**src/nal_pkg.sv**
```systemverilog
// Purpose: shared constants and types of the nibble alu and flag logic
// Assumes: one core clock, data memory address is bank/row/column
// Notes: system locations sit in row 7 of every bank
package nal_pkg;

  localparam int NIB_W  = 4;
  localparam int BANK_W = 4;
  localparam int ROW_W  = 3;
  localparam int ADDR_W = BANK_W + ROW_W + NIB_W;
  localparam int REG_AW = ROW_W + NIB_W;

  // system register locations (row, column)
  localparam logic [ROW_W-1:0] SYS_ROW      = 3'h7;
  localparam logic [NIB_W-1:0] COL_PTR_BANK = 4'hD;
  localparam logic [NIB_W-1:0] COL_PTR_ROW  = 4'hE;
  localparam logic [NIB_W-1:0] COL_STATUS   = 4'hF;

  // register port offsets
  localparam logic [REG_AW-1:0] OFS_PTR_BANK = 7'h7D;
  localparam logic [REG_AW-1:0] OFS_PTR_ROW  = 7'h7E;
  localparam logic [REG_AW-1:0] OFS_STATUS   = 7'h7F;
  localparam logic [REG_AW-1:0] OFS_IX_COL   = 7'h70;
  localparam logic [REG_AW-1:0] OFS_IX_ROW   = 7'h71;
  localparam logic [REG_AW-1:0] OFS_MP_ROW   = 7'h72;
  localparam logic [REG_AW-1:0] OFS_MP_BANK  = 7'h73;
  localparam logic [REG_AW-1:0] OFS_MP_EN    = 7'h74;

  // status word and pointer row bit positions
  localparam int BIT_COMPARE = 3;
  localparam int BIT_CARRY   = 2;
  localparam int BIT_ZERO    = 1;
  localparam int BIT_INDEX   = 0;
  localparam int BIT_DECIMAL = 0;

  localparam logic [NIB_W-1:0] NIB_ZERO = 4'h0;
  localparam logic [NIB_W:0]   BCD_MAX  = 5'h09;
  localparam logic [NIB_W:0]   BCD_FIX  = 5'h06;

  // immediate forms exist only against memory, never against the register
  typedef enum logic [4:0] {
    OP_ADD_RM, OP_ADD_MI, OP_ADD_WITH_CARRY_RM, OP_ADD_WITH_CARRY_MI,
    OP_SUB_RM, OP_SUB_MI, OP_SUBB_RM, OP_SUBB_MI,
    OP_OR_RM, OP_OR_MI, OP_AND_RM, OP_AND_MI, OP_XOR_RM, OP_XOR_MI,
    OP_BITS_TRUE, OP_BITS_FALSE, OP_EQUAL, OP_UNEQUAL, OP_GREATER_EQ, OP_LESS,
    OP_LOAD_R, OP_WRITE_BACK, OP_SET_M, OP_IND_WRITE, OP_IND_READ, OP_ROTATE
  } nal_op_type;

  typedef enum logic [2:0] {
    S_IDLE, S_READ_R, S_CAP_R, S_ISSUE_M, S_READ_M, S_CAP_M, S_EXEC
  } nal_state_type;

endpackage

```
**src/nal_alu_core.sv**
```systemverilog
// Purpose: nibble alu, status flags, decimal adjust and memory address control
// Assumes: memory read data appear in the same cycle as the read strobe
// Notes: system locations are held here; writes to them never reach the memory
`timescale 1ns/1ps
module nal_alu_core
  import nal_pkg::*;
(
  // clock and reset
  input  wire logic              i_clk,
  input  wire logic              i_reset,
  // register port
  input  wire logic [REG_AW-1:0] i_reg_addr,
  input  wire logic [NIB_W-1:0]  i_reg_wdata,
  input  wire logic              i_reg_wr,
  input  wire logic              i_reg_rd,
  output logic      [NIB_W-1:0]  o_reg_rdata,
  // instruction from sequencer
  input  wire logic              i_start,
  input  wire nal_op_type        i_opcode,
  input  wire logic [BANK_W-1:0] i_bank,
  input  wire logic [ROW_W-1:0]  i_m_row,
  input  wire logic [NIB_W-1:0]  i_m_col,
  input  wire logic [NIB_W-1:0]  i_r_col,
  input  wire logic [NIB_W-1:0]  i_imm,
  output logic                   o_busy,
  output logic                   o_done,
  output logic                   o_skip,
  // data memory
  output logic      [ADDR_W-1:0] o_mem_addr,
  output logic                   o_mem_rd,
  output logic                   o_mem_wr,
  output logic      [NIB_W-1:0]  o_mem_wdata,
  input  wire logic [NIB_W-1:0]  i_mem_rdata
);

  nal_state_type state;
  nal_op_type    op;
  logic [BANK_W-1:0] bank;
  logic [ROW_W-1:0]  m_row;
  logic [NIB_W-1:0]  m_col;
  logic [NIB_W-1:0]  r_col;
  logic [NIB_W-1:0]  imm;

  // temporaries, not mapped on the register port
  logic [NIB_W-1:0] tmp_a;
  logic [NIB_W-1:0] tmp_b;

  // pointer and modifier state
  logic [BANK_W-1:0] ptr_bank;
  logic [ROW_W-1:0]  ptr_row;
  logic              decimal_flag;
  logic [NIB_W-1:0]  ix_col;
  logic [ROW_W-1:0]  ix_row;
  logic [ROW_W-1:0]  mp_row;
  logic [BANK_W-1:0] mp_bank;
  logic              mp_en;

  // status word flags
  logic compare_only_flag;
  logic carry_flag;
  logic zero_flag;
  logic index_enable_flag;

  // decode
  logic need_r;
  logic need_m;
  logic imm_form;
  logic wr_to_r;
  logic wr_en;
  logic is_arith;
  logic is_sub;
  logic with_carry;

  // datapath
  logic [NIB_W-1:0]  opnd_x;
  logic [NIB_W-1:0]  opnd_y;
  logic [NIB_W-1:0]  sum;
  logic              sum_carry;
  logic [NIB_W-1:0]  result;
  logic              skip_cond;
  logic              store;
  logic [ADDR_W-1:0] gr_addr;
  logic [ADDR_W-1:0] m_addr;
  logic [ADDR_W-1:0] ind_addr;
  logic [ADDR_W-1:0] dest_addr;
  logic              dest_sys;
  logic [NIB_W-1:0]  cap_data;

  function automatic logic is_sys(input logic [ADDR_W-1:0] a, input logic [NIB_W-1:0] c);
    return (a[NIB_W+ROW_W-1:NIB_W] == SYS_ROW) && (a[NIB_W-1:0] == c);
  endfunction

  function automatic logic sys_loc(input logic [ADDR_W-1:0] a);
    return is_sys(a, COL_PTR_BANK) || is_sys(a, COL_PTR_ROW) || is_sys(a, COL_STATUS);
  endfunction

  function automatic logic [NIB_W-1:0] sys_value(input logic [NIB_W-1:0] c);
    logic [NIB_W-1:0] v;
    v = NIB_ZERO;
    if (c == COL_PTR_BANK)
      v = ptr_bank;
    else if (c == COL_PTR_ROW)
      v = {ptr_row, decimal_flag};
    else if (c == COL_STATUS)
      v = {compare_only_flag, carry_flag, zero_flag, index_enable_flag};
    return v;
  endfunction

  always_comb
  begin
    need_r = 1'b0;
    need_m = 1'b1;
    imm_form = 1'b0;
    wr_to_r = 1'b0;
    wr_en = 1'b1;
    case (op)
      OP_ADD_RM, OP_ADD_WITH_CARRY_RM, OP_SUB_RM, OP_SUBB_RM,
      OP_OR_RM, OP_AND_RM, OP_XOR_RM, OP_LOAD_R:
      begin
        need_r = 1'b1;
        wr_to_r = 1'b1;
      end
      OP_WRITE_BACK, OP_IND_WRITE, OP_IND_READ:
        need_r = 1'b1;
      OP_ROTATE:
      begin
        need_r = 1'b1;
        need_m = 1'b0;
        wr_to_r = 1'b1;
      end
      OP_SET_M:
        need_m = 1'b0;
      OP_BITS_TRUE, OP_BITS_FALSE, OP_EQUAL, OP_UNEQUAL, OP_GREATER_EQ, OP_LESS:
      begin
        imm_form = 1'b1;
        wr_en = 1'b0;
      end
      default:
        imm_form = 1'b1;
    endcase
  end

  always_comb
  begin
    is_arith = (op inside {OP_ADD_RM, OP_ADD_MI, OP_ADD_WITH_CARRY_RM, OP_ADD_WITH_CARRY_MI,
                           OP_SUB_RM, OP_SUB_MI, OP_SUBB_RM, OP_SUBB_MI});
    is_sub = (op inside {OP_SUB_RM, OP_SUB_MI, OP_SUBB_RM, OP_SUBB_MI});
    with_carry = (op inside {OP_ADD_WITH_CARRY_RM, OP_ADD_WITH_CARRY_MI, OP_SUBB_RM, OP_SUBB_MI});
  end

  // general register row follows the pointer, not the current bank
  assign gr_addr = {ptr_bank, ptr_row, r_col};

  // index or-modifies the operand address, except for rotate
  assign m_addr = (index_enable_flag && (op != OP_ROTATE))
                  ? {bank, m_row | ix_row, m_col | ix_col}
                  : {bank, m_row, m_col};

  // row pointer replaces bank and row only for indirect moves
  always_comb
  begin
    ind_addr = mp_en ? {mp_bank, mp_row, tmp_b} : {bank, m_row, tmp_b};
    if (index_enable_flag)
      ind_addr = ind_addr | {{BANK_W{1'b0}}, ix_row, ix_col};
  end

  // x is the destination side operand, y the source side
  assign opnd_x = imm_form ? tmp_a : tmp_b;
  assign opnd_y = imm_form ? imm : tmp_a;

  nal_bcd_adder u_adder (
    .i_x       (opnd_x),
    .i_y       (opnd_y),
    .i_carry   (with_carry && carry_flag),
    .i_sub     (is_sub),
    .i_decimal (decimal_flag),
    .o_sum     (sum),
    .o_carry   (sum_carry)
  );

  always_comb
  begin
    result = tmp_a;
    skip_cond = 1'b0;
    case (op)
      OP_OR_RM, OP_OR_MI:
        result = opnd_x | opnd_y;
      OP_AND_RM, OP_AND_MI:
        result = opnd_x & opnd_y;
      OP_XOR_RM, OP_XOR_MI:
        result = opnd_x ^ opnd_y;
      OP_BITS_TRUE:
        skip_cond = ((tmp_a & imm) == imm);
      OP_BITS_FALSE:
        skip_cond = ((tmp_a & imm) == NIB_ZERO);
      OP_EQUAL:
        skip_cond = (tmp_a == imm);
      OP_UNEQUAL:
        skip_cond = (tmp_a != imm);
      OP_GREATER_EQ:
        skip_cond = (tmp_a >= imm);
      OP_LESS:
        skip_cond = (tmp_a < imm);
      OP_WRITE_BACK, OP_IND_WRITE:
        result = (op == OP_WRITE_BACK) ? tmp_b : tmp_a;
      OP_SET_M:
        result = imm;
      OP_ROTATE:
        result = {carry_flag, tmp_b[NIB_W-1:1]};
      default:
        result = is_arith ? sum : tmp_a;
    endcase
  end

  always_comb
  begin
    if (wr_to_r)
      dest_addr = gr_addr;
    else if (op == OP_IND_WRITE)
      dest_addr = ind_addr;
    else
      dest_addr = m_addr;
  end

  // compare-only arithmetic computes flags but stores nothing
  assign store = wr_en && !(is_arith && compare_only_flag);
  assign dest_sys = sys_loc(dest_addr);
  // a process so that flag and pointer changes reach the captured value
  always_comb
  begin
    if (sys_loc(o_mem_addr))
      cap_data = sys_value(o_mem_addr[NIB_W-1:0]);
    else
      cap_data = i_mem_rdata;
  end

  // sequencer
  always_ff @(posedge i_clk)
  begin
    if (i_reset)
      state <= S_IDLE;
    else
    begin
      case (state)
        S_IDLE:
        begin
          if (i_start && (i_opcode inside {OP_WRITE_BACK, OP_LOAD_R, OP_ADD_RM,
              OP_ADD_WITH_CARRY_RM, OP_SUB_RM, OP_SUBB_RM, OP_OR_RM, OP_AND_RM, OP_XOR_RM,
              OP_IND_WRITE, OP_IND_READ, OP_ROTATE}))
            state <= S_READ_R;
          else if (i_start && (i_opcode == OP_SET_M))
            state <= S_EXEC;
          else if (i_start)
            state <= S_READ_M;
        end
        S_READ_R:
          state <= S_CAP_R;
        S_CAP_R:
          state <= need_m ? S_ISSUE_M : S_EXEC;
        S_ISSUE_M:
          state <= S_READ_M;
        S_READ_M:
          state <= S_CAP_M;
        S_CAP_M:
          state <= S_EXEC;
        default:
          state <= S_IDLE;
      endcase
    end
  end

  always_ff @(posedge i_clk)
  begin
    if (i_reset)
    begin
      op <= OP_SET_M;
      bank <= '0;
      m_row <= '0;
      m_col <= '0;
      r_col <= '0;
      imm <= '0;
    end
    else if (i_start && (state == S_IDLE))
    begin
      op <= i_opcode;
      bank <= i_bank;
      m_row <= i_m_row;
      m_col <= i_m_col;
      r_col <= i_r_col;
      imm <= i_imm;
    end
  end

  // temporaries load only from memory reads
  always_ff @(posedge i_clk)
  begin
    if (i_reset)
    begin
      tmp_a <= '0;
      tmp_b <= '0;
    end
    else if (state == S_CAP_R)
      tmp_b <= cap_data;
    else if (state == S_CAP_M)
      tmp_a <= cap_data;
  end

  // memory strobes, address and data
  always_ff @(posedge i_clk)
  begin
    if (i_reset)
    begin
      o_mem_addr <= '0;
      o_mem_rd <= 1'b0;
      o_mem_wr <= 1'b0;
      o_mem_wdata <= '0;
    end
    else
    begin
      o_mem_rd <= 1'b0;
      o_mem_wr <= 1'b0;
      if (state == S_READ_R)
      begin
        o_mem_addr <= gr_addr;
        o_mem_rd <= 1'b1;
      end
      else if (state == S_READ_M)
      begin
        o_mem_addr <= (op == OP_IND_READ) ? ind_addr : m_addr;
        o_mem_rd <= 1'b1;
      end
      else if ((state == S_EXEC) && store && !dest_sys)
      begin
        o_mem_addr <= dest_addr;
        o_mem_wr <= 1'b1;
        o_mem_wdata <= result;
      end
    end
  end

  always_ff @(posedge i_clk)
  begin
    if (i_reset)
    begin
      o_busy <= 1'b0;
      o_done <= 1'b0;
      o_skip <= 1'b0;
    end
    else
    begin
      o_done <= (state == S_EXEC);
      o_skip <= (state == S_EXEC) && skip_cond;
      if (state == S_EXEC)
        o_busy <= 1'b0;
      else if (i_start && (state == S_IDLE))
        o_busy <= 1'b1;
    end
  end

  // status flags; a store into the status word beats the flag update
  always_ff @(posedge i_clk)
  begin
    if (i_reset)
    begin
      compare_only_flag <= 1'b0;
      carry_flag <= 1'b0;
      zero_flag <= 1'b0;
      index_enable_flag <= 1'b0;
    end
    else
    begin
      if ((state == S_EXEC) && is_arith)
      begin
        carry_flag <= sum_carry;
        if (compare_only_flag)
          zero_flag <= zero_flag && (sum == NIB_ZERO);
        else
          zero_flag <= (sum == NIB_ZERO);
      end
      else if ((state == S_EXEC) && (op == OP_ROTATE))
        carry_flag <= tmp_b[0];
      if ((state == S_EXEC) && store && is_sys(dest_addr, COL_STATUS))
      begin
        compare_only_flag <= result[BIT_COMPARE];
        carry_flag <= result[BIT_CARRY];
        zero_flag <= result[BIT_ZERO];
        index_enable_flag <= result[BIT_INDEX];
      end
      if (i_reg_wr && (i_reg_addr == OFS_STATUS))
      begin
        compare_only_flag <= i_reg_wdata[BIT_COMPARE];
        carry_flag <= i_reg_wdata[BIT_CARRY];
        zero_flag <= i_reg_wdata[BIT_ZERO];
        index_enable_flag <= i_reg_wdata[BIT_INDEX];
      end
    end
  end

  // pointer, decimal flag and modifiers; software write wins a same-cycle clash
  always_ff @(posedge i_clk)
  begin
    if (i_reset)
    begin
      ptr_bank <= '0;
      ptr_row <= '0;
      decimal_flag <= 1'b0;
      ix_col <= '0;
      ix_row <= '0;
      mp_row <= '0;
      mp_bank <= '0;
      mp_en <= 1'b0;
    end
    else
    begin
      if ((state == S_EXEC) && store && is_sys(dest_addr, COL_PTR_BANK))
        ptr_bank <= result;
      if ((state == S_EXEC) && store && is_sys(dest_addr, COL_PTR_ROW))
      begin
        ptr_row <= result[NIB_W-1:1];
        decimal_flag <= result[BIT_DECIMAL];
      end
      if (i_reg_wr)
      begin
        if (i_reg_addr == OFS_PTR_BANK)
          ptr_bank <= i_reg_wdata;
        else if (i_reg_addr == OFS_PTR_ROW)
        begin
          ptr_row <= i_reg_wdata[NIB_W-1:1];
          decimal_flag <= i_reg_wdata[BIT_DECIMAL];
        end
        else if (i_reg_addr == OFS_IX_COL)
          ix_col <= i_reg_wdata;
        else if (i_reg_addr == OFS_IX_ROW)
          ix_row <= i_reg_wdata[ROW_W-1:0];
        else if (i_reg_addr == OFS_MP_ROW)
          mp_row <= i_reg_wdata[ROW_W-1:0];
        else if (i_reg_addr == OFS_MP_BANK)
          mp_bank <= i_reg_wdata;
        else if (i_reg_addr == OFS_MP_EN)
          mp_en <= i_reg_wdata[0];
      end
    end
  end

  // register read, one cycle later; unmapped reads as zero
  always_ff @(posedge i_clk)
  begin
    if (i_reset)
      o_reg_rdata <= '0;
    else if (i_reg_rd)
    begin
      if (i_reg_addr == OFS_PTR_BANK)
        o_reg_rdata <= sys_value(COL_PTR_BANK);
      else if (i_reg_addr == OFS_PTR_ROW)
        o_reg_rdata <= sys_value(COL_PTR_ROW);
      else if (i_reg_addr == OFS_STATUS)
        o_reg_rdata <= sys_value(COL_STATUS);
      else if (i_reg_addr == OFS_IX_COL)
        o_reg_rdata <= ix_col;
      else if (i_reg_addr == OFS_IX_ROW)
        o_reg_rdata <= {1'b0, ix_row};
      else if (i_reg_addr == OFS_MP_ROW)
        o_reg_rdata <= {1'b0, mp_row};
      else if (i_reg_addr == OFS_MP_BANK)
        o_reg_rdata <= mp_bank;
      else if (i_reg_addr == OFS_MP_EN)
        o_reg_rdata <= {3'h0, mp_en};
      else
        o_reg_rdata <= NIB_ZERO;
    end
    else
      o_reg_rdata <= NIB_ZERO;
  end

endmodule

```
**src/nal_bcd_adder.sv**
```systemverilog
// Purpose: four bit add or subtract with optional decimal adjustment
// Assumes: decimal operands are valid bcd digits
// Notes: purely combinational; carry out means carry on add, borrow on sub
`timescale 1ns/1ps
module nal_bcd_adder
  import nal_pkg::*;
(
  // operands
  input  wire logic [NIB_W-1:0] i_x,
  input  wire logic [NIB_W-1:0] i_y,
  input  wire logic             i_carry,
  input  wire logic             i_sub,
  input  wire logic             i_decimal,
  // result
  output logic      [NIB_W-1:0] o_sum,
  output logic                  o_carry
);

  logic [NIB_W:0] raw;
  logic [NIB_W:0] adj;

  always_comb
  begin
    adj = '0;
    if (i_sub)
    begin
      raw = {1'b0, i_x} - {1'b0, i_y} - {{NIB_W{1'b0}}, i_carry};
      o_carry = raw[NIB_W];
      adj = raw - ((i_decimal && raw[NIB_W]) ? BCD_FIX : '0);
    end
    else
    begin
      raw = {1'b0, i_x} + {1'b0, i_y} + {{NIB_W{1'b0}}, i_carry};
      o_carry = raw[NIB_W] || (i_decimal && (raw > BCD_MAX));
      adj = raw + ((i_decimal && (raw > BCD_MAX)) ? BCD_FIX : '0);
    end
    o_sum = adj[NIB_W-1:0];
  end

endmodule

```
**config.mk**
```make
export PLATFORM = sky130hd
export DESIGN_NAME = nal_alu_core
export DESIGN_NICKNAME = d
export VERILOG_FILES = /design/src/nal_pkg.sv /design/src/nal_alu_core.sv /design/src/nal_bcd_adder.sv
export SDC_FILE = /design/constraint.sdc
export NUM_CORES = 1
export LEC_CHECK = 0
export BUFFER_PORTS_ARGS = -buffer_cell sky130_fd_sc_hd__buf_2
export CAP_MARGIN = 30
export CORE_ASPECT_RATIO = 1.75
export CORE_MARGIN = 8
export CORE_UTILIZATION = 35
export CTS_BUF_LIST = sky130_fd_sc_hd__clkbuf_4
export CTS_CLUSTER_DIAMETER = 200
export DETAILED_ROUTE_END_ITERATION = 10
export SLEW_MARGIN = 20
export SYNTH_ARGS = -nofsm -noshare
export SYNTH_HDL_FRONTEND = slang
export SYNTH_HIERARCHICAL = 1
export SYNTH_SLANG_ARGS = --single-unit
export TNS_END_PERCENT = 20
```
**constraint.sdc**
```tcl
create_clock -name i_clk -period 14.5 [get_ports i_clk]
set_input_delay 2.9 -clock i_clk [delete_from_list [all_inputs] [get_ports i_clk]]
set_output_delay 2.9 -clock i_clk [all_outputs]
set_load 0.05 [all_outputs]
```
==> results.ini, run 1 <==
[run_status]
status = complete, no violations

[power_and_ir_drop]
p_switching_uw = 323.7
pwr-share-comb_pct = 42.6
seq_power_share_pct = 40.7
swShare_pct = 44.78
pwr-share-clk_pct = 16.7
p_per_area_mw_per_mm2 = 105.6
vdd_drop_max_uv = 36.67
intPower_uw = 399.3
p_leak_uw = 0.002760

[sta]
setup_ws_ns = 8.889
finClkSkew_ns = 0.01473
relSlewSlack_pct = 41.06
finalSetupViolCount = 0
rsz0062_at_grt = false
fin_crit_sh_pct = 38.70
max_freq_mhz = 178.2
period_needed_ns = 5.611
tightest_slew_ns = 0.8816
fin_setup_tns_ns = 0
final_hold_viol_count = 0
drv_slew = 0

[grt]
grt_pass1_wl_um = 32460
grtUsageTotal_pct = 19.25
grt-ovfl-total = 0
grt_max_degree = 48
grt_antenna_before_repair = 1
grt_pass1_vias = 5982

[critical_path]
worst_setup_path_end_kind = flip-flop
r2r-start = op[4]
cp.required_ns = 14.91
crit_fanout = 22
rr_worst_depth = 18
setup.worst_path.class = reg -> reg
rr_endpoint = zero_flag
reg2reg_slack_ns = 8.89
startpoint_type = flip-flop
critical_path_arrival_ns = 6.02

[logic_synthesis]
ys_warn_count = 6
ys_types = 91
synth_top_cells_by_area = dfxtp_1 (27%), mux2i_1 (6.9%), nand2_1 (5.5%)
seq_area_frac_synth_pct = 27.47
ys.flop_type = dfxtp_1
yosysTopAreaCell = dfxtp_1
synth_edf_count = 0
async_flop_share_pct = 0
synth_fp_nets = 851
synth_seq_cells = 86
avgSynthCellArea_um2 = 8.056
synth_top_area_share_pct = 27.47
syn_inst = 778
syn_area_mm2 = 0.006267

[hold_path]
holdPathEnd = bank[1]
min-delay-start = bank[1]
hp-class = reg -> reg
hold_depth = 2

[cells_and_area]
final_cells = 1058
syn2layout_area_growth_pct = 9.243
drive_gt1_share_pct = 16.65
final_area_mm2 = 0.006847
fillers = 1856
multi_input_area_mm2 = 0.004207
nets = 891
register_area_mm2 = 0.001722

[placement]
dpl-instance-area_mm2 = 0.006715
portBuffers = 67
dp_slack_ns = 8.895
hpwl_um = 16670
gp_congestion = 0.9844
placedCellCount = 1039

[floorplanning]
core-area_mm2 = 0.01781
rows = 65
chipWidth_um = 117.2
die_h_um = 193.0
dieArea_mm2 = 0.02261
start_util_pct = 35.19
ios = 68

[cts]
numCtsBuffers = 9
ctsHoldBuffers = 0
cts.sinks = 86
cts_max_path_buffers = 2
cts_resized = 0
cts-htree-levels = 3
clockRootBuffer = clkbuf_4
clk_pin_slew_ns = 0.14
post-cts-setup-buffer-count = 0
clock_latency_ns = 0.49
cts_tree = done

[detailed_routing]
ant_nets = 0
viasPerCell = 5.710
drc = 0
firstDrtPassIters = 6
wire_per_inst_um = 20.05
drt-initial-drc-count = 315
drt_wl_total_um = 21210
num_vias = 6041

[flow_run]
maxCapViolCount = 0

routing by layer:
| metal | track usage, % | wire length [µm] |
|---|---|---|
| met4 | 14.31 | 1490 |
| met5 | 0 | 0 |
| met3 | 2.901 | 789 |
| met1 | 17.40 | 7220 |
| met2 | 37.01 | 11710 |
metrics by stage:
stage	utilization (%)	hold WS, ns	power (µW)
4_1_cts	38.31	0.4885	722.4
2_1_floorplan	-	0.4448	524.0
6_report	38.44	0.4874	723.0
3_5_place_dp	37.70	0.4704	602.8
3_3_place_gp	37.67	0.4674	600.1
5_1_grt	38.44	0.5206	769.9
how the worst max path moves through the flow:
stage                      endpoint  slack, ns  depth (start not counted)  start
after floorplan           zero_flag       9.32                         18  op[2]
after global placement    zero_flag       8.99                         15  op[4]
after detailed placement  zero_flag       8.90                         15  op[4]
after CTS                 zero_flag       8.85                         15  op[4]
after global routing      zero_flag       8.43                         20  op[2]
final                     zero_flag       8.89                         18  op[4]
cell families (layout without fill, tap and decap cells):
logic type | after synthesis | in the layout | synth area share (%)
and+or+nand+nor | 295 | 295 | 23.56
AOI/OAI and AO/OA | 226 | 226 | 25.57
DFF | 86 | 86 | 27.47
buffers and inverters | 77 | 122 | 5.410
muxes | 58 | 58 | 10.28
adders and majority gates | 29 | 29 | 6.508
xor gates and xnor gates | 7 | 7 | 1.198
other | 0 | 1 | 0
layout by cell type (no fill, tap or decap), drive strengths merged, types with 7 or more instances in the layout:
master	Yosys	layout
nor2b	9	9
a21oi	62	62
inv	31	31
a22oi	8	8
a21o	10	10
ha	23	23
nor2	83	83
and3	9	9
a211oi	27	27
nand3	17	17
mux2i	44	44
nor3b	11	11
dfxtp	86	86
a22o	8	8
mux2	11	11
o211ai	10	10
clkbuf	30	9
and2	11	11
nand2	94	94
nand2b	7	7
nor3	15	15
a31oi	7	7
o21ai	44	44
buf	16	75
cell usage after synthesis (all sizes together) (15+ instances only):
master and number:
buf 16, o21ai 44, nor2 83, inv 31, ha 23, nand2 94
a21oi 62, clkbuf 30, nor3 15, dfxtp 86, mux2i 44, nand3 17
a211oi 27
final cells by class:
cell class	count	share of cell area, %
Antenna cell	1	0.03655
Clock buffer	9	0.9868
Clock inverter	7	0.6031
Inverter	31	1.700
Multi-Input combinational cell	615	61.44
Sequential cell	86	25.15
Tap cell	234	4.276
Timing Repair Buffer	75	5.811
power by group through the flow:
| stage | Combinational (µW) | Clock (µW) | Sequential (µW) |
|---|---|---|---|
| floorplan | 219 | 0 | 305 |
| global placement | 302 | 0 | 298 |
| detailed placement | 304 | 0 | 299 |
| CTS | 305 | 124 | 293 |
| global route | 338 | 134 | 298 |
| finish | 308 | 121 | 294 |
flip-flops by register name (all words and copies together), names as in the netlist, 4 cells and up:
signal       cells
bank             4
imm              4
ix_col           4
m_col            4
mp_bank          4
o_mem_addr      11
o_mem_wdata      4
o_reg_rdata      4
op               5
ptr_bank         4
r_col            4
tmp_a            4
tmp_b            4
worst max-delay path, cell delays in order (launching register included):
cell and delay, ns:
dfxtp_1 0.74, or3b_4 0.49, and4_4 0.23, nand2_1 0.07
o21ai_0 0.19, fa_1 0.53, fa_1 0.41, or2b_1 0.24
a21oi_1 0.18, xor2_1 0.27, and2_1 0.18, ha_1 0.14
inv_1 0.06, fa_1 0.47, mux2_2 0.29, or4_1 0.51
a31oi_1 0.19, mux2i_1 0.10, a211oi_1 0.25
Note: power is estimated with default switching activity, not from simulation.
==> run 2, diff against run 1 <==
Clock period 14.5 ns to 5.1 ns, I/O delays scaled along.
==> run 2 against run 1 <==
- flip-flop and latch count unchanged
- die area did not move
- sequential share of layout area fell by 0.81 points
- critical path type unchanged
- critical endpoint unchanged
==> results.ini, run 2 (synthesis gave the netlist of run 1 again) <==
[critical_path]
worstPathCellList = or3b_4 -> and4_4 -> buf_4 -> o21ai_1 -> inv_1 -> ha_2 -> and3b_1 -> or4_1 -> a21o_1 -> a21bo_1 -> ha_1 -> fa_1 -> mux2_2 -> or4_1 -> a31oi_1 -> mux2i_1 -> a211oi_1  ; was or3b_4 -> and4_4 -> nand2_1 -> o21ai_0 -> fa_1 -> fa_1 -> or2b_1 -> a21oi_1 -> xor2_1 -> and2_1 -> ha_1 -> inv_1 -> fa_1 -> mux2_2 -> or4_1 -> a31oi_1 -> mux2i_1 -> a211oi_1
cp.required_ns = 5.51  ; was 14.91 ns
worst_setup_path_end_kind = flip-flop  ; unchanged
reg2reg_slack_ns = 0.31  ; was 8.89 ns
critical_path_arrival_ns = 5.20  ; was 6.02 ns
critPathLaunch = op[3]  ; was op[4]
rr_endpoint = zero_flag  ; unchanged
startpoint_type = flip-flop  ; unchanged
rr_worst_depth = 17  ; was 18
crit_fanout = 13  ; was 22
setup.worst_path.class = reg -> reg  ; unchanged
slowest_delay_ns = 0.50  ; was 0.74 ns
cp_common_cell = or4_1  ; was fa_1
slowest_stage = or4_1  ; was dfxtp_1
r2r-start = op[3]  ; was op[4]

[cts]
numCtsBuffers = 9  ; unchanged
clk_pin_slew_ns = 0.15  ; was 0.14 ns
cts_tree = done  ; unchanged
cts_max_path_buffers = 2  ; unchanged
ctsHoldBuffers = 0  ; unchanged
cts-htree-levels = 3  ; unchanged
clockRootBuffer = clkbuf_4  ; unchanged
clock_latency_ns = 0.48  ; was 0.49 ns
cts.sinks = 86  ; unchanged

[placement]
portBuffers = 67  ; unchanged
hpwl_um = 16970  ; was 16670 µm
gp_congestion = 0.9687  ; was 0.9844
dpl-instance-area_mm2 = 0.006865  ; was 0.006715 mm²
placedCellCount = 1058  ; was 1039
dp_slack_ns = 0.1354  ; was 8.895 ns

[sta]
max_freq_mhz = 208.9  ; was 178.2 MHz
finalSetupViolCount = 0  ; unchanged
fin_setup_tns_ns = 0  ; unchanged
setup_ws_ns = 0.3136  ; was 8.889 ns
period_needed_ns = 4.786  ; was 5.611 ns
finClkSkew_ns = 0.02379  ; was 0.01473 ns
tightest_slew_ns = 0.9305  ; was 0.8816 ns
final_hold_viol_count = 0  ; unchanged
rsz0062_at_grt = false  ; unchanged
drv_slew = 0  ; unchanged
fin_crit_sh_pct = 93.85  ; was 38.70%
relSlewSlack_pct = 37.96  ; was 41.06%

[cells_and_area]
layout_commonest_cell = nand2_1  ; unchanged
nets = 911  ; was 891
reg.largest.list = o_mem_addr (11), op (5)  ; unchanged
top_register = o_mem_addr  ; unchanged
register_area_mm2 = 0.001724  ; was 0.001722 mm²
fillers = 1864  ; was 1856
largest_reg_flops = 11  ; unchanged
multi_input_area_mm2 = 0.004235  ; was 0.004207 mm²
most-common-layout-cells = nand2_1 (92), dfxtp_1 (84), nor2_1 (79)  ; was nand2_1 (92), dfxtp_1 (86), nor2_1 (79)
final_cells = 1078  ; was 1058
syn2layout_area_growth_pct = 13.06  ; was 9.243%
drive_gt1_share_pct = 20.05  ; was 16.65%
final_area_mm2 = 0.007086  ; was 0.006847 mm²

[detailed_routing]
ant_nets = 0  ; unchanged
firstDrtPassIters = 6  ; unchanged
drc = 0  ; unchanged
wire_per_inst_um = 19.98  ; was 20.05 µm
drt-initial-drc-count = 368  ; was 315
viasPerCell = 5.682  ; was 5.710
num_vias = 6125  ; was 6041
drt_wl_total_um = 21540  ; was 21210 µm

[grt]
grt_pass1_wl_um = 33220  ; was 32460 µm
grt_max_degree = 47  ; was 48
grt_pass1_vias = 6079  ; was 5982
grtUsageTotal_pct = 19.61  ; was 19.25%
grt_antenna_before_repair = 1  ; unchanged
grt-ovfl-total = 0  ; unchanged

[floorplanning]
rows = 65  ; unchanged
core-area_mm2 = 0.01781  ; unchanged
dieArea_mm2 = 0.02261  ; unchanged
die_h_um = 193.0  ; unchanged
chipWidth_um = 117.2  ; unchanged
start_util_pct = 35.19  ; unchanged
ios = 68  ; unchanged

[power_and_ir_drop]
totalPowerFinal_uw = 2221  ; was 723.0 µW
vdd_drop_max_uv = 137.2  ; was 36.67 µV
p_per_area_mw_per_mm2 = 313.4  ; was 105.6 mW/mm²
p_leak_uw = 0.002889  ; was 0.002760 µW

[hold_path]
hp-class = reg -> reg  ; unchanged
min-delay-start = bank[1]  ; unchanged
holdPathEnd = bank[1]  ; unchanged
hold_depth = 2  ; unchanged

[run_status]
status = complete, no violations  ; unchanged

[flow_run]
maxCapViolCount = 0  ; unchanged

-- run 2: how the worst max path moves through the flow --
stage,end,depth (start not counted)
2_1_floorplan,zero_flag,21
3_3_place_gp,zero_flag,20
3_5_place_dp,zero_flag,20
4_1_cts,zero_flag,20
5_1_grt,zero_flag,18
6_report,zero_flag,17
-- run 2: metrics by stage --
step | hold slack, ns | util [%]
after CTS | 0.4932 | 39.45
after global placement | 0.4732 | 38.52
after detailed placement | 0.4757 | 38.55
final | 0.4889 | 39.78
after global routing | 0.5285 | 39.78
after floorplan | 0.4448 | -
-- run 2: critical path: cells and delay by family (launching register included) --
kind	cells	cell delay, ns
AO/OA/AOI/OAI	5	0.92
adder cells (fa/ha/maj)	3	0.95
buffers and inverters	2	0.24
flip-flops	1	0.40
multiplexers	2	0.38
AND/OR/NAND/NOR	5	1.81
-- run 2: what timing repair did --
item,CTS,global route
setup endpoints to repair,0,3
gates resized for setup,0,14
setup buffers,0,2
hold endpoints to repair,0,0
-- run 2: per-layer routing --
layer / wire length, µm / vias up / track usage (%)
li1: - / 2949 / -
met1: 7444 / 2912 / 18.43
met2: 11780 / 182 / 36.39
met3: 749 / 82 / 2.901
met4: 1564 / 0 / 15.70
met5: 0 / - / 0
-- run 2: final cells by class --
type,instances,area share [%]
clock inverters,6,1.218
inverters,31,1.642
well taps,234,4.132
diodes,1,0.03532
clock buffers,10,1.060
flip-flops and latches,86,24.33
multi-input cells,615,59.77
repair buffers,95,7.805
-- run 2: report_power, final --
part           total, µW  leakage, µW  internal, µW  switching, µW
clock                451    0.0000880           203            247
sequential           807     0.000699           730           77.0
combinational        963      0.00210           350            613
total               2220      0.00289          1280            937
==> run 3, diff against run 2 <==
--- a/config.mk
+++ b/config.mk
@@ -15,2 +15,3 @@
 export DETAILED_ROUTE_END_ITERATION = 10
+export PLACE_DENSITY = 0.52
 export SLEW_MARGIN = 20
--- a/constraint.sdc
+++ b/constraint.sdc
@@ -3,2 +3,2 @@
 set_output_delay 1.02 -clock i_clk [all_outputs]
-set_load 0.05 [all_outputs]
+set_load 0.005 [all_outputs]
==> run 3 against run 2 <==
- sequential share of layout area about the same
- cell area decreased by 0.11%
- clock power decreased by 10%
- sequential power about the same
- flip-flop and latch count unchanged
- global-route usage increased by 0.37 points
- cell count increased by 0.37%
- largest power group unchanged
==> results.ini, run 3 (synthesis gave the netlist of run 1 again) <==
[run_status]
status = complete, no violations  ; unchanged

[floorplanning]
start_util_pct = 35.19  ; unchanged
rows = 65  ; unchanged
core-area_mm2 = 0.01781  ; unchanged
chipWidth_um = 117.2  ; unchanged
ios = 68  ; unchanged
dieArea_mm2 = 0.02261  ; unchanged
die_h_um = 193.0  ; unchanged

[cts]
cts_tree = done  ; unchanged
numCtsBuffers = 9  ; unchanged
ctsHoldBuffers = 0  ; unchanged
cts.sinks = 86  ; unchanged
clk_pin_slew_ns = 0.14  ; was 0.15 ns
cts-htree-levels = 3  ; unchanged
clock_latency_ns = 0.46  ; was 0.48 ns
cts_max_path_buffers = 2  ; unchanged
clockRootBuffer = clkbuf_4  ; unchanged

[critical_path]
setup.worst_path.class = reg -> reg  ; unchanged
cp_top_family = simple AND/OR/NAND/NOR gates  ; unchanged
cp.required_ns = 5.48  ; was 5.51 ns
critical_path_arrival_ns = 5.21  ; was 5.20 ns
startpoint_type = flip-flop  ; unchanged
slowest_stage = fa_1  ; was or4_1
worst_setup_path_end_kind = flip-flop  ; unchanged
path_buf_inv = 1  ; was 2
worstPathCellList = or3b_4 -> and4_4 -> nand2_1 -> o21ai_1 -> fa_2 -> fa_1 -> or2b_1 -> a21oi_1 -> xor2_1 -> and2_1 -> ha_1 -> inv_1 -> fa_1 -> xnor2_2 -> xnor2_1 -> mux2i_1 -> or4_1 -> a31oi_1 -> mux2i_1 -> a211oi_1  ; was or3b_4 -> and4_4 -> buf_4 -> o21ai_1 -> inv_1 -> ha_2 -> and3b_1 -> or4_1 -> a21o_1 -> a21bo_1 -> ha_1 -> fa_1 -> mux2_2 -> or4_1 -> a31oi_1 -> mux2i_1 -> a211oi_1
crit_fanout = 5  ; was 13
slowest_delay_ns = 0.45  ; was 0.50 ns

[grt]
grt_antenna_before_repair = 1  ; unchanged
grt_pass1_vias = 6089  ; was 6079
grt_pass1_wl_um = 33930  ; was 33220 µm
grt_max_degree = 76  ; was 47
grt-ovfl-total = 0  ; unchanged
grtUsageTotal_pct = 19.97  ; was 19.61%

[detailed_routing]
num_vias = 6039  ; was 6125
firstDrtPassIters = 5  ; was 6
drc = 0  ; unchanged
drt-initial-drc-count = 261  ; was 368
drt_wl_total_um = 22050  ; was 21540 µm
ant_nets = 0  ; unchanged
viasPerCell = 5.581  ; was 5.682
wire_per_inst_um = 20.38  ; was 19.98 µm

[cells_and_area]
nets = 915  ; was 911
reg.largest.list = o_mem_addr (11), op (5)  ; unchanged
syn2layout_area_growth_pct = 12.94  ; was 13.06%
top_register = o_mem_addr  ; unchanged
most-common-layout-cells = nand2_1 (92), dfxtp_1 (85), nor2_1 (79)  ; was nand2_1 (92), dfxtp_1 (84), nor2_1 (79)
largest_reg_flops = 11  ; unchanged
layout_commonest_cell = nand2_1  ; unchanged
drive_gt1_share_pct = 19.95  ; was 20.05%
fillers = 1876  ; was 1864
final_area_mm2 = 0.007078  ; was 0.007086 mm²

[power_and_ir_drop]
p_leak_uw = 0.002894  ; was 0.002889 µW
vdd_drop_max_uv = 116.1  ; was 137.2 µV
p_per_area_mw_per_mm2 = 295.4  ; was 313.4 mW/mm²

[sta]
fin_setup_tns_ns = 0  ; unchanged
finalSetupViolCount = 0  ; unchanged
setup_ws_ns = 0.2667  ; was 0.3136 ns
finClkSkew_ns = 0.02331  ; was 0.02379 ns
tightest_slew_ns = 0.8662  ; was 0.9305 ns
relSlewSlack_pct = 42.09  ; was 37.96%
max_freq_mhz = 206.9  ; was 208.9 MHz
rsz0062_at_grt = false  ; unchanged
drv_slew = 0  ; unchanged
fin_crit_sh_pct = 94.77  ; was 93.85%
period_needed_ns = 4.833  ; was 4.786 ns
final_hold_viol_count = 0  ; unchanged

[hold_path]
hp-class = reg -> reg  ; unchanged

[placement]
gp_congestion = 0.9545  ; was 0.9687
portBuffers = 67  ; unchanged
dpl-instance-area_mm2 = 0.006888  ; was 0.006865 mm²
dp_slack_ns = 0.1114  ; was 0.1354 ns
hpwl_um = 17400  ; was 16970 µm

[flow_run]
maxCapViolCount = 0  ; unchanged

[run 3: cell types whose count changed in the layout (fill, tap and decap cells not counted), moves of 2 or more]
cell and change:
buf_4 +3, clkinvlp_4 +3, clkinv_4 -2, fa_1 +2, fa_2 -2
[run 3: per-stage QoR]
stage                     util (%)  hold WS, ns  total power (µW)  std cells
after global placement       38.64       0.4689              1679       1061
after global routing         39.74       0.5302              2224       1082
after CTS                    39.45       0.4946              2087       1078
after floorplan                  -       0.4448              1407        778
final                        39.74       0.4912              2091       1082
after detailed placement     38.67       0.4764              1682       1062
[run 3: repair_timing]
item                                    in CTS  in global routing
endpoints found under the setup margin       0                  2
setup buffers                                0                  2
resized for setup                            0                 10
[run 3: path summary, 6_finish.rpt]
path,start,slack [ns],to,depth (start not counted)
setup / recovery,op[2],0.27,zero_flag,20
hold / removal,bank[1],0.49,bank[1],2
setup reg to reg,op[2],0.27,zero_flag,20
hold reg to reg,bank[1],0.49,bank[1],2
[run 3: worst min-delay path: stages (launching register included)]
cell and delay (ns):
dfxtp_1 0.35, nand2_1 0.06, a21oi_1 0.05
[run 3: report_power, final]
group | switching (µW) | leakage [µW] | internal (µW) | total (µW)
registers | 74.1 | 0.000699 | 730 | 804
clock network | 252 | 0.0000684 | 153 | 405
logic | 531 | 0.00213 | 352 | 882
[run 3: area by class of cell]
type,count,area (µm²),area share (%)
flip-flops and latches,86,1723,24.34
well taps,234,292.8,4.136
inverters,31,116.4,1.644
clock buffers,10,75.07,1.061
diodes,1,2.502,0.03535
repair buffers,99,580.6,8.202
clock inverters,6,62.56,0.8839
multi-input cells,615,4225,59.70
[run 3: metal layers]
metal	vias up	part of all wire (%)	track usage (%)
met1	2898	35	18.76
met3	59	2.7	2.371
met2	140	56	38.40
met5	-	0	0
met4	0	6.3	13.97
li1	2942	-	-
